[config.mk]
export PLATFORM = sky130hd
export DESIGN_NAME = cps_status
export DESIGN_NICKNAME = d
export VERILOG_FILES = /design/src/rtl/cps_pkg.sv /design/src/rtl/cps_status.sv
export SDC_FILE = /design/constraint.sdc
export NUM_CORES = 1
export LEC_CHECK = 0
export ABC_AREA = 1
export BUFFER_PORTS_ARGS = -buffer_cell sky130_fd_sc_hd__buf_2
export CAP_MARGIN = 10
export CELL_PAD_IN_SITES_DETAIL_PLACEMENT = 1
export CELL_PAD_IN_SITES_GLOBAL_PLACEMENT = 2
export CORE_ASPECT_RATIO = 0.75
export CORE_MARGIN = 2
export CORE_UTILIZATION = 24
export DETAILED_ROUTE_END_ITERATION = 8
export PLACE_DENSITY_LB_ADDON = 0.1
export SYNTH_ARGS = -nofsm -noshare
export SYNTH_HDL_FRONTEND = slang
export SYNTH_SLANG_ARGS = --single-unit
[constraint.sdc]
create_clock -name clk_i -period 1.6 [get_ports clk_i]
set_input_delay 0.32 -clock clk_i [delete_from_list [all_inputs] [get_ports clk_i]]
set_output_delay 0.32 -clock clk_i [all_outputs]
set_load 0.1 [all_outputs]
[src/rtl/cps_pkg.sv]
// Constants, register map and carrier types of the CVSD/PCM status block.
// Assumes a 32-bit classic Wishbone bus and an 8-word CVSD FIFO pair.
//
// Behaviour
// - Two-bit attenuation: 00 no shift, 01..11 shift by one to three; resets 0.
// - Attenuation is an arithmetic right shift, sign extended, of the sample.
// - Status is 16 bits read-only, cleared at reset and while module disabled.
// - Output nearly-full sets when just three free word slots remain.
// - Nearly-full raises the FIFO-level interrupt when its enable is set.
// - Nearly-full raises the output DMA request when output DMA is enabled.
// - A status read clears the output nearly-full flag.
// - PCM service sets when the result is waiting or the input is empty.
// - A status read clears PCM service, except during debug freeze.
// - Underflow sets on empty input read; error interrupt; read clears outside debug freeze.
// - Overflow sets on full output write; error interrupt; read clears outside debug freeze.
// - Input field gives free slots: 111b empty, 000b at seven or eight.
// - Output field gives word count: 000b empty, 111b at seven or eight.
// - Input nearly-empty also raises the FIFO-level interrupt when enabled.
`default_nettype none
package cps_pkg;
	//--------------------------------------------------------------
	// Register map, word indices on adr_i[3:2]
	//--------------------------------------------------------------
	localparam int unsigned ADR_W      = 4;
	localparam logic [1:0]  IDX_CTRL   = 2'h0;
	localparam logic [1:0]  IDX_STAT   = 2'h1;
	localparam logic [1:0]  IDX_IRQ_ST = 2'h2;
	localparam logic [1:0]  IDX_IRQ_MK = 2'h3;
	//--------------------------------------------------------------
	// FIFO levels and field codes
	//--------------------------------------------------------------
	localparam int unsigned CNT_W      = 4;
	localparam logic [3:0]  FIFO_DEPTH = 4'h8;
	localparam logic [3:0]  NF_FREE    = 4'h3;
	localparam logic [3:0]  NE_WORDS   = 4'h3;
	localparam logic [3:0]  FLD_SAT    = 4'h7;
	localparam int unsigned SMP_W      = 16;
	localparam int unsigned IRQ_N      = 3;
	localparam int unsigned IRQ_LVL    = 0;
	localparam int unsigned IRQ_ERR    = 1;
	localparam int unsigned IRQ_PCM    = 2;
	//--------------------------------------------------------------
	// Carrier types
	//--------------------------------------------------------------
	typedef struct packed {
		logic [1:0] atten;
		logic       in_dma;
		logic       out_dma;
		logic       err_ie;
		logic       lvl_ie;
		logic       pcm_ie;
		logic       enable;
	} cps_ctrl_type;
	typedef struct packed {
		logic of;
		logic uf;
		logic pcm;
		logic nf;
		logic ne;
	} cps_flag_type;
	typedef struct packed {
		logic [3:0] in_count;
		logic [3:0] out_count;
		logic       in_rd;
		logic       out_wr;
		logic       pcm_full;
		logic       pcm_empty;
	} cps_core_type;
	typedef struct packed {
		cps_ctrl_type           ctrl;
		cps_flag_type           flags;
		logic                   prev_ne;
		logic                   prev_nf;
		logic                   prev_pcm;
		logic [IRQ_N-1:0]       irq_st;
		logic [IRQ_N-1:0]       irq_mk;
		logic                   irq;
		logic                   ack;
		logic [31:0]            dat;
		logic                   dma_out;
		logic                   dma_in;
		logic [SMP_W-1:0]       smp;
	} cps_state_type;
	localparam cps_state_type ST_RST = '0;
endpackage
`default_nettype wire

[src/rtl/cps_status.sv]
// Status, interrupt and DMA-request logic of the CVSD/PCM converter.
// Assumes the converter core reports FIFO counts and access strobes
// synchronously to clk_i, and a classic Wishbone master.
`default_nettype none
module cps_status
(
	// Clock and reset
	input  wire  logic                      clk_i,
	input  wire  logic                      rst_i,
	// Wishbone slave
	input  wire  logic                      cyc_i,
	input  wire  logic                      stb_i,
	input  wire  logic                      we_i,
	input  wire  logic [cps_pkg::ADR_W-1:0] adr_i,
	input  wire  logic [3:0]                sel_i,
	input  wire  logic [31:0]               dat_i,
	output var   logic [31:0]               dat_o,
	output var   logic                      ack_o,
	// Converter core and debug
	input  wire  cps_pkg::cps_core_type     core_i,
	input  wire  logic                      freeze_i,
	input  wire  logic [cps_pkg::SMP_W-1:0] pcm_sample_i,
	output var   logic [cps_pkg::SMP_W-1:0] pcm_atten_o,
	// Interrupt and DMA
	output var   logic                      irq_o,
	output var   logic                      dma_out_req_o,
	output var   logic                      dma_in_req_o
);
	import cps_pkg::*;

	cps_state_type s;
	cps_state_type n;
	logic          req;
	logic          rd_stat;
	logic          wr_hit;
	logic [1:0]    idx;
	logic          ne_c;
	logic          nf_c;
	logic          pcm_c;
	logic          set_ne;
	logic          set_nf;
	logic          set_uf;
	logic          set_of;
	logic          set_pcm;
	logic [2:0]    in_fld;
	logic [2:0]    out_fld;
	logic [15:0]   stat_w;
	logic [IRQ_N-1:0] ev;

	//----------------------------------------------------------------
	// Next-state logic
	//----------------------------------------------------------------
	// One access per strobe; the ack flop blocks a second count of it.
	always_comb
	begin
		n       = s;
		req     = cyc_i & stb_i & ~s.ack;
		idx     = adr_i[3:2];
		rd_stat = req & ~we_i & (idx == IDX_STAT);
		wr_hit  = req & we_i & sel_i[0];
		n.ack   = req;
		// Level conditions from the core's counts and PCM levels.
		ne_c  = core_i.in_count <= NE_WORDS;
		nf_c  = core_i.out_count >= (FIFO_DEPTH - NF_FREE);
		pcm_c = core_i.pcm_full | core_i.pcm_empty;
		// Nearly-empty and nearly-full set on the edge of a condition so a read really clears; PCM service sets on the level.
		set_ne  = s.ctrl.enable & ne_c & ~s.prev_ne;
		set_nf  = s.ctrl.enable & nf_c & ~s.prev_nf;
		set_pcm = s.ctrl.enable & pcm_c;
		set_uf  = s.ctrl.enable & core_i.in_rd
			& (core_i.in_count == 4'h0);
		set_of  = s.ctrl.enable & core_i.out_wr
			& (core_i.out_count >= FIFO_DEPTH);
		n.prev_ne  = ne_c;
		n.prev_nf  = nf_c;
		n.prev_pcm = pcm_c;
		// Count fields saturate at seven words.
		if (core_i.in_count >= FLD_SAT)
			in_fld = 3'h0;
		else
			in_fld = 3'(FLD_SAT - core_i.in_count);
		if (core_i.out_count >= FLD_SAT)
			out_fld = 3'h7;
		else
			out_fld = core_i.out_count[2:0];
		stat_w = '0;
		if (s.ctrl.enable)
			stat_w = {5'h00, out_fld, in_fld, s.flags};
		// A read clears ne and nf, and pcm, uf and of outside freeze; a set in the same cycle wins.
		if (rd_stat)
		begin
			n.flags.ne = 1'b0;
			n.flags.nf = 1'b0;
			if (!freeze_i)
			begin
				n.flags.pcm = 1'b0;
				n.flags.uf  = 1'b0;
				n.flags.of  = 1'b0;
			end
		end
		n.flags.ne  = n.flags.ne | set_ne;
		n.flags.nf  = n.flags.nf | set_nf;
		n.flags.pcm = n.flags.pcm | set_pcm;
		n.flags.uf  = n.flags.uf | set_uf;
		n.flags.of  = n.flags.of | set_of;
		if (!s.ctrl.enable)
			n.flags = '0;
		// Register writes.
		if (wr_hit && idx == IDX_CTRL)
			n.ctrl = dat_i[7:0];
		if (wr_hit && idx == IDX_IRQ_MK)
			n.irq_mk = dat_i[IRQ_N-1:0];
		if (wr_hit && idx == IDX_IRQ_ST)
			n.irq_st = s.irq_st & ~dat_i[IRQ_N-1:0];
		// Interrupt events; set beats a same-cycle write-one-to-clear.
		ev          = '0;
		ev[IRQ_LVL] = s.ctrl.lvl_ie & (set_nf | set_ne);
		ev[IRQ_ERR] = s.ctrl.err_ie & (set_uf | set_of);
		ev[IRQ_PCM] = s.ctrl.pcm_ie & pcm_c & ~s.prev_pcm
			& s.ctrl.enable;
		n.irq_st = n.irq_st | ev;
		n.irq    = |(n.irq_st & n.irq_mk);
		// Read data; unmapped bits and lanes read as zero.
		n.dat = '0;
		if (req && !we_i)
		begin
			case (idx)
				IDX_CTRL:   n.dat = {24'h000000, s.ctrl};
				IDX_STAT:   n.dat = {16'h0000, stat_w};
				IDX_IRQ_ST: n.dat = {29'h0, s.irq_st};
				IDX_IRQ_MK: n.dat = {29'h0, s.irq_mk};
				default:    n.dat = '0;
			endcase
		end
		// Requests follow the flag so the request drops with a read.
		n.dma_out = n.ctrl.out_dma & n.flags.nf;
		n.dma_in  = n.ctrl.in_dma & n.flags.ne;
		// Shift is registered; the core sees it one cycle late.
		n.smp = SMP_W'($signed(pcm_sample_i) >>> s.ctrl.atten);
	end

	//----------------------------------------------------------------
	// State register
	//----------------------------------------------------------------
	// All state resets together to keep control and flags consistent.
	always_ff @(posedge clk_i)
	begin
		if (rst_i)
			s <= ST_RST;
		else
			s <= n;
	end

	assign dat_o         = s.dat;
	assign ack_o         = s.ack;
	assign irq_o         = s.irq;
	assign dma_out_req_o = s.dma_out;
	assign dma_in_req_o  = s.dma_in;
	assign pcm_atten_o   = s.smp;
endmodule
`default_nettype wire

# [Yosys cells after proc, flatten, opt, wreduce, memory -nomap -nowiden]
# Cells that the tools add are included.
[classes] n_addsub=1 order_cmp=5 eq_ne=3 shifts=1 n_mux=10 bitwise_logic=41 n_reduce_logical=10
[op_table] op="one-hot mux 32 bit (4 select lines)" count=1
[op_table] op="bitwise AND 1 bit" count=22
[op_table] op=">>> shifter 16 x 2 -> 16 bit" count=1
[op_table] op="2-to-1 mux 3 bit" count=5
[op_table] op="greater-or-equal comparator 4 x 3 -> 1 bit (second input constant)" count=3
[op_table] op="2-to-1 mux 11 bit" count=1
[op_table] op="OR 1 bit" count=8
[op_table] op="NOT 1 bit" count=7
[op_table] op="bitwise AND 3 bit" count=2
[op_table] op="2-to-1 mux 6 bit" count=1
[op_table] op="2-to-1 mux 5 bit" count=1
[op_table] op="== test 2 bit (second input constant)" count=2
[op_table] op="greater-or-equal comparator 4 bit (second input constant)" count=1
[op_table] op="<= comparator 4 x 2 -> 1 bit (second input constant)" count=1
[op_table] op="logical AND 1 bit" count=4
[op_table] op="zero test 4 bit" count=1
[op_table] op="OR reduction 2 bit" count=2
[op_table] op="NOT 3 bit" count=1
[op_table] op="OR 3 bit" count=1
[op_table] op="OR reduction 3 bit" count=1
[op_table] op="subtractor 3 bit (first input constant)" count=1
[op_table] op="== test 2 x 1 -> 1 bit (second input constant)" count=1
[op_table] op="zero test 2 bit" count=1
[op_table] op="2-to-1 mux 2 bit" count=1
[op_table] op="zero test 1 bit" count=1
[word_totals] register_bits=74 elab_cells=94

# [Logic depth before layout (Yosys ltp)]
# Gate-level depths: netlist of the first run.
[logic_depth] ltp_word=9 depth_mapped=9 depth_no_buf=9

# [Least setup slack after synthesis of the first run]
# No wires, ideal clock.
[synth_path] path_type="register to register" startpoint="register s (netlist bit ack_o)" endpoint="register s[66] (netlist name)" setup_ns=0.070 t_arrival_ns=1.641 t_required_ns=1.530 slack_ns=-0.111 stages_incl_launch_ff=8 path_buffers=1 synth_period_minus_slack_ns=1.711 cell_sequence="dfxtp_1 > inv_2 > nand3_4 > nor2_4 > nand2_2 > buf_6 > o21ai_0 > a21oi_1"
[synth_between] elab_chain_cells=5
[synth_rtl] element="from (decl)" line_no="cps_status.sv:31" source="cps_state_type s;"
[synth_rtl] element="from (signal assigned)" line_no="cps_status.sv:151" source="s <= n;"
[synth_rtl] element="NOT 1 bit" line_no="cps_status.sv:57" source="req = cyc_i & stb_i & ~s.ack;"
[synth_rtl] element="bitwise AND 1 bit" line_no="cps_status.sv:57"
[synth_rtl] element="bitwise AND 1 bit (2 in a row)" line_no="cps_status.sv:60" source="wr_hit = req & we_i & sel_i[0];"
[synth_rtl] element="logical AND 1 bit" line_no="cps_status.sv:109" source="if (wr_hit && idx == IDX_CTRL)"
# No other way between the ends.
# A chain may end at the register's enable or synchronous reset.

# [Worst setup path after layout of the first run]
[layout_path] startpoint="register s (netlist bit ack_o)" endpoint="output port ack_o"
[layout_lines] element="to (decl)" line_no="cps_status.sv:18" source="output var logic ack_o,"
# No word-level cell between the ends.

==> run metrics, run 1 <==
status=completed; Worst Path Buf+Inv=1; critical path startpoint=ack_o; final setup margin=between 0.15 and 0.2 ns; Routability Congestion=0.7625; fmax=703.7 MHz; Worst-Skew Late Latency=about 0.30 ns; crit path cell chain=buf_2; pwr dens=1037 nW/µm²; Post-synth EDFFs=0; largest family of logic cells by synthesized area=simple AND/OR/NAND/NOR gates; post-synthesis adder-cell area fraction=0%; first-pass GRT wire length=11120 µm; post-cts resize count=0; maximum VDD drop=346.3 µV; compound-gate portion of the synthesized area=between 10% and 20%; gr usage total=12.68%; share of the synthesized area in the top cell type=41.01%; flop-to-flop setup slack=0.33 ns; largest net degree at the start of global routing=18; HP Start=pcm_sample_i[15]; cts bufs inserted=5; clock transition at the registers of the reported paths=about 0.070 ns; Ys Warns=0; drt total wl=7070 µm; Final nets=~470; CTS hold repair buffers=0; R2R depth=7; post-route clock period utilization=88.82%; asr flop ratio synth=0%; hold-critical path depth=3; Arr. time, crit path=1.10 ns; final hold violation count=0; ant diodes=0; Seq/Total Area, Yosys=between 40% and 50%; I/O pin count=about 130; max-slew violations=0; core area=about 10000 µm²; leading area contributor after synthesis=dfxtp_1; vias in the first global route=2196; DRT Pass-1 Iters=4; simple-gate portion of the synthesized area=25.15%; Fin Setup TNS=0 ns; RSZ-0062 raised after global routing=no; die area=11640 µm²; global route overflow=0; H-Tree Depth=2; layout cells sized above 1=slightly below 30%; Filler cells=1287; Worst Skew=just over 0.007 ns; drt wl/cell=13.17 µm; Leak=1.439 nW; Max FO, Critical Path=3; min Tclk post-route=between 1 and 1.5 ns; synth top area cells=dfxtp_1 (41%), buf_4 (14%), nand2_1 (13%), o21ai_0 (4.8%), inv_1 (3.5%); DR vias=about 2200; distinct cell type count after synthesis=27; row count=32; post-layout power=3.111 mW; CP Launch Type=flop; #FFs+latches synth=53; placed cell area=2855 µm²; Max stage delay on crit path=0.44 ns; critical path endpoint category=primary output; Routed Antenna Nets=0; top-count cell post-synth=nand2_1; Port-buffer cells=75; die height=93.92 µm; max-cap viol count=0; reg2reg start=ack_o; Worst Path Class, Setup=reg -> out; post-DP HPWL=roughly 5700 µm; DR iter-0 viols=97; top_reg_cell synth=dfxtp_1; # DRC=0; area delta synth->final=15.91%; Mapped Cells=about 350; Initial Utilization=24.95%; hold crit path type=in -> reg; WHS Endpoint=pcm_atten_o[15]; RR Endpoint=dat_o[7]; DR vias/cell=4.177; Die X=123.9 µm; worst hold slack=between 0.2 and 0.3 ns; crit-path leading delay family=buffers and inverters; Root Driver=clkbuf_16; Post-Synth XOR/XNOR Area=0%; dpl ws=0.2228 ns; Reg area=~1100 µm²; Bufs on Longest Clock Path=2; buffer count from post-CTS setup fixing=0; mean post-synth cell area=7.435 µm²; Synth Cell Area=2587 µm²; multi-input logic area=1060 µm²; TritonCTS clock tree=built; CP required=1.28 ns; Worst path depth=1; Final setup viols=0; Slowest cell on crit path=buf_2; Synth top cells by count=nand2_1 (93), dfxtp_1 (53), buf_4 (49), o21ai_0 (25), inv_1 (24); Design Area, Final=2999 µm²; multiplexer share of the synthesized area=0%; antenna violations before repair=0; CTS sink cnt=53
-- power by group --
group | internal, mW | switching, mW | total [mW]
logic | 0.104 | 0.547 | 0.651
registers | 1.35 | 0.00980 | 1.36
clock network | 0.582 | 0.516 | 1.10
-- worst min-delay path, stage by stage --
cell    delay (ns)
buf_2         0.11
inv_1         0.05
nor2_1        0.03
-- layer usage --
metal	GRT usage (%)	vias up	wire (µm)
met5	0	-	0
met4	4.775	0	97
met3	2.913	5	422
met2	17.03	64	2756
met1	19.17	1029	3795
li1	-	1145	-
-- cells in the final DEF (no fill, tap or decap), types with 2 or more instances in the layout --
master and count:
a41oi_1 3, conb_1 21, a21oi_1 17, dfxtp_1 52, nor2_4 6, nand4_1 4
clkbuf_16 5, clkinvlp_4 2, nand3b_1 2, nand3_2 2, inv_2 10, a31oi_1 13
buf_2 75, nand2_2 3, inv_1 24, nand3_1 8, nor2_1 18, o21ai_0 25
buf_4 8, nand2_1 93, nor2_2 3
-- flip-flops by register name, indices dropped and copies added, names as in the netlist --
name           flops
pcm_atten_o       16
dma_out_req_o      1
dat_o             11
irq_o              1
s                 22
ack_o              1
dma_in_req_o       1
-- per-stage QoR --
stage                     cells  util [%]
after floorplan             368         -
after global placement      529     27.53
after detailed placement    529     27.53
after CTS                   537     28.92
after global routing        537     28.92
final                       537     28.92
-- how the worst max path moves through the flow --
stage | endpoint
final | ack_o
after global routing | ack_o
after CTS | ack_o
after detailed placement | dat_o[0]
after global placement | dat_o[0]
after floorplan | s[66]
-- layout make-up --
class	count	share of cell area, %
clock buffer	6	4.297
tap	136	5.674
inverter	34	4.255
timing repair buffer	83	14.52
clock inverter	2	0.5006
multi-input combinational	223	35.34
sequential	53	35.42
-- cell families after synthesis --
logic type             Yosys count
and+or+nand+nor                142
other                            1
AOI/OAI and AO/OA               60
DFF                             53
buffers and inverters           92
(Power assumes the default switching activity.)
==> run 2, diff against run 1 <==
--- a/config.mk
+++ b/config.mk
@@ -15,6 +15,7 @@
 export CORE_UTILIZATION = 24
 export DETAILED_ROUTE_END_ITERATION = 8
 export PLACE_DENSITY_LB_ADDON = 0.1
+export RECOVER_POWER = 100
 export SYNTH_ARGS = -nofsm -noshare
 export SYNTH_HDL_FRONTEND = slang
 export SYNTH_SLANG_ARGS = --single-unit
==> run 2 against run 1 <==
  * Core utilization decreased by 0.21 points
  * Worst setup slack got worse by 0.033 ns
  * Largest cell class unchanged
  * Critical path depth unchanged
  * Count of clock-buffer cells in the layout unchanged
==> run metrics, run 2 (synthesized netlist as in run 1, its figures left out) <==
hold crit path type=in -> reg; row count=32 (unchanged); clock transition at the registers of the reported paths=0.07 ns (about the same); most frequent cells in the layout=nand2_1 (94), dfxtp_1 (52), buf_2 (43); DR iter-0 viols=81 (-16%); max FFs per register=22 (unchanged); R2R depth=7 (unchanged); Arr. time, crit path=1.13 ns (+0.03 ns); Initial Utilization=24.95% (unchanged); Leak=1.403 nW (-2.5%); # DRC=0 (unchanged); I/O pin count=126 (unchanged); status=completed; post-route clock period utilization=90.90% (+2.1 points); Fin Setup TNS=0 ns (unchanged); Worst path depth=1 (unchanged); Die X=123.9 µm (unchanged); reg2reg start=ack_o; fmax=687.6 MHz (-2.3%); ant diodes=0 (unchanged); Worst Path Buf+Inv=1 (unchanged); Rel. slew slack=63.66%; TritonCTS clock tree=built; Max FO, Critical Path=3 (unchanged); crit path cell chain=clkbuf_2; Worst-Skew Late Latency=0.30 ns (about the same); vias in the first global route=2196 (unchanged); Bufs on Longest Clock Path=2 (unchanged); area delta synth->final=15.09%; DR vias=2227 (-0.71%); WHS Endpoint=pcm_atten_o[15]; RR Endpoint=dat_o[8]; max-slew violations=0 (unchanged); HP Start=pcm_sample_i[15]; crit-path leading delay family=buffers and inverters; antenna violations before repair=0 (unchanged); max-cap viol count=0 (unchanged); hold-critical path depth=3 (unchanged); die area=11640 µm² (unchanged); CTS sink cnt=53 (unchanged); Worst Skew=0.008708 ns (+0.001502 ns); flop-to-flop setup slack=0.26 ns (-0.07 ns); Most flops, register=s; gr usage total=12.68% (unchanged); global route overflow=0 (unchanged); Routability Congestion=0.7625 (unchanged); post-DP HPWL=5693 µm (unchanged); DR vias/cell=4.147 (-0.71%); non-filler cells in the finished layout=537 (unchanged); die height=93.92 µm (unchanged); layout cells sized above 1=27.18% (-2.0 points); Port-buffer cells=75 (unchanged); dpl cells=529 (unchanged); pwr dens=1045 nW/µm² (+0.79%); Worst-Margin Slew=0.5445 ns; drt total wl=7072 µm (about the same); buffer count from post-CTS setup fixing=0 (unchanged); Routed Antenna Nets=0 (unchanged); cts bufs inserted=5 (unchanged); Final setup viols=0 (unchanged); post-cts resize count=0 (unchanged); drt wl/cell=13.17 µm (about the same); CP Launch Type=flop; CTS hold repair buffers=0 (unchanged); DRT Pass-1 Iters=4 (unchanged); RSZ-0062 raised after global routing=no; H-Tree Depth=2 (unchanged); maximum VDD drop=355.0 µV (+2.5%); critical path endpoint category=primary output; largest net degree at the start of global routing=18 (unchanged); Worst Path Class, Setup=reg -> out; Final nets=474 (unchanged); Max stage delay on crit path=0.47 ns (+0.03 ns); commonest non-fill, non-tap cell in the layout=nand2_1; final hold violation count=0 (unchanged); CP required=1.28 ns (about the same); Slowest cell on crit path=clkbuf_2; core area=10370 µm² (unchanged); min Tclk post-route=1.454 ns (+0.03330 ns); Root Driver=clkbuf_16; first-pass GRT wire length=11120 µm (unchanged)
run 2: cell types whose count changed in the layout (fill, tap and decap cells not counted), moves of 2 or more:
| cell | delta |
|---|---|
| buf_2 | -32 |
| clkbuf_2 | +31 |
| clkbuf_1 | +3 |
| inv_2 | -3 |
| buf_4 | -2 |
| inv_1 | +2 |
run 2: per-layer routing:
layer / share of wire, % / GRT usage (%)
met5: 0 / 0
met4: 1.4 / 4.775
met3: 5.5 / 2.913
met2: 39 / 17.03
met1: 54 / 19.17
run 2: cell type report:
class,instances,area [µm²]
Timing Repair Buffer,83,426.7
Fill cell,1288,7392
Inverter,34,127.6
Tap cell,136,170.2
Sequential cell,53,1062
Clock inverter,2,15.01
Clock buffer,6,128.9
Multi-Input combinational cell,223,1047
run 2: per-stage QoR:
| step | total power [mW] | hold WS, ns | utilization, % | setup WS, ns | cell area [µm²] |
|---|---|---|---|---|---|
| 3_3_place_gp | 2.046 | 0.4543 | 27.53 | 0.2295 | 2855 |
| 5_1_grt | 3.264 | 0.2575 | 28.72 | 0.08854 | 2978 |
| 4_1_cts | 3.159 | 0.2485 | 28.92 | 0.1649 | 2999 |
| 6_report | 3.113 | 0.2527 | 28.72 | 0.1456 | 2978 |
| 3_5_place_dp | 2.047 | 0.4584 | 27.53 | 0.2228 | 2855 |
| 2_1_floorplan | 1.986 | 0.4270 | - | 0.2369 | 2664 |
run 2: worst max-delay path by stage:
stage | to | start | slack (ns)
6_report | ack_o | ack_o | 0.15
4_1_cts | ack_o | ack_o | 0.16
5_1_grt | pcm_atten_o[3] | s[72] | 0.09
3_3_place_gp | dat_o[0] | adr_i[3] | 0.23
2_1_floorplan | s[66] | ack_o | 0.24
3_5_place_dp | dat_o[0] | adr_i[3] | 0.22
run 2: power breakdown:
group | total [mW] | leakage (nW) | switching, mW | internal, mW
combinational | 0.646 | 0.907 | 0.545 | 0.101
clock | 1.10 | 0.0631 | 0.522 | 0.582
sequential | 1.36 | 0.433 | 0.0107 | 1.35
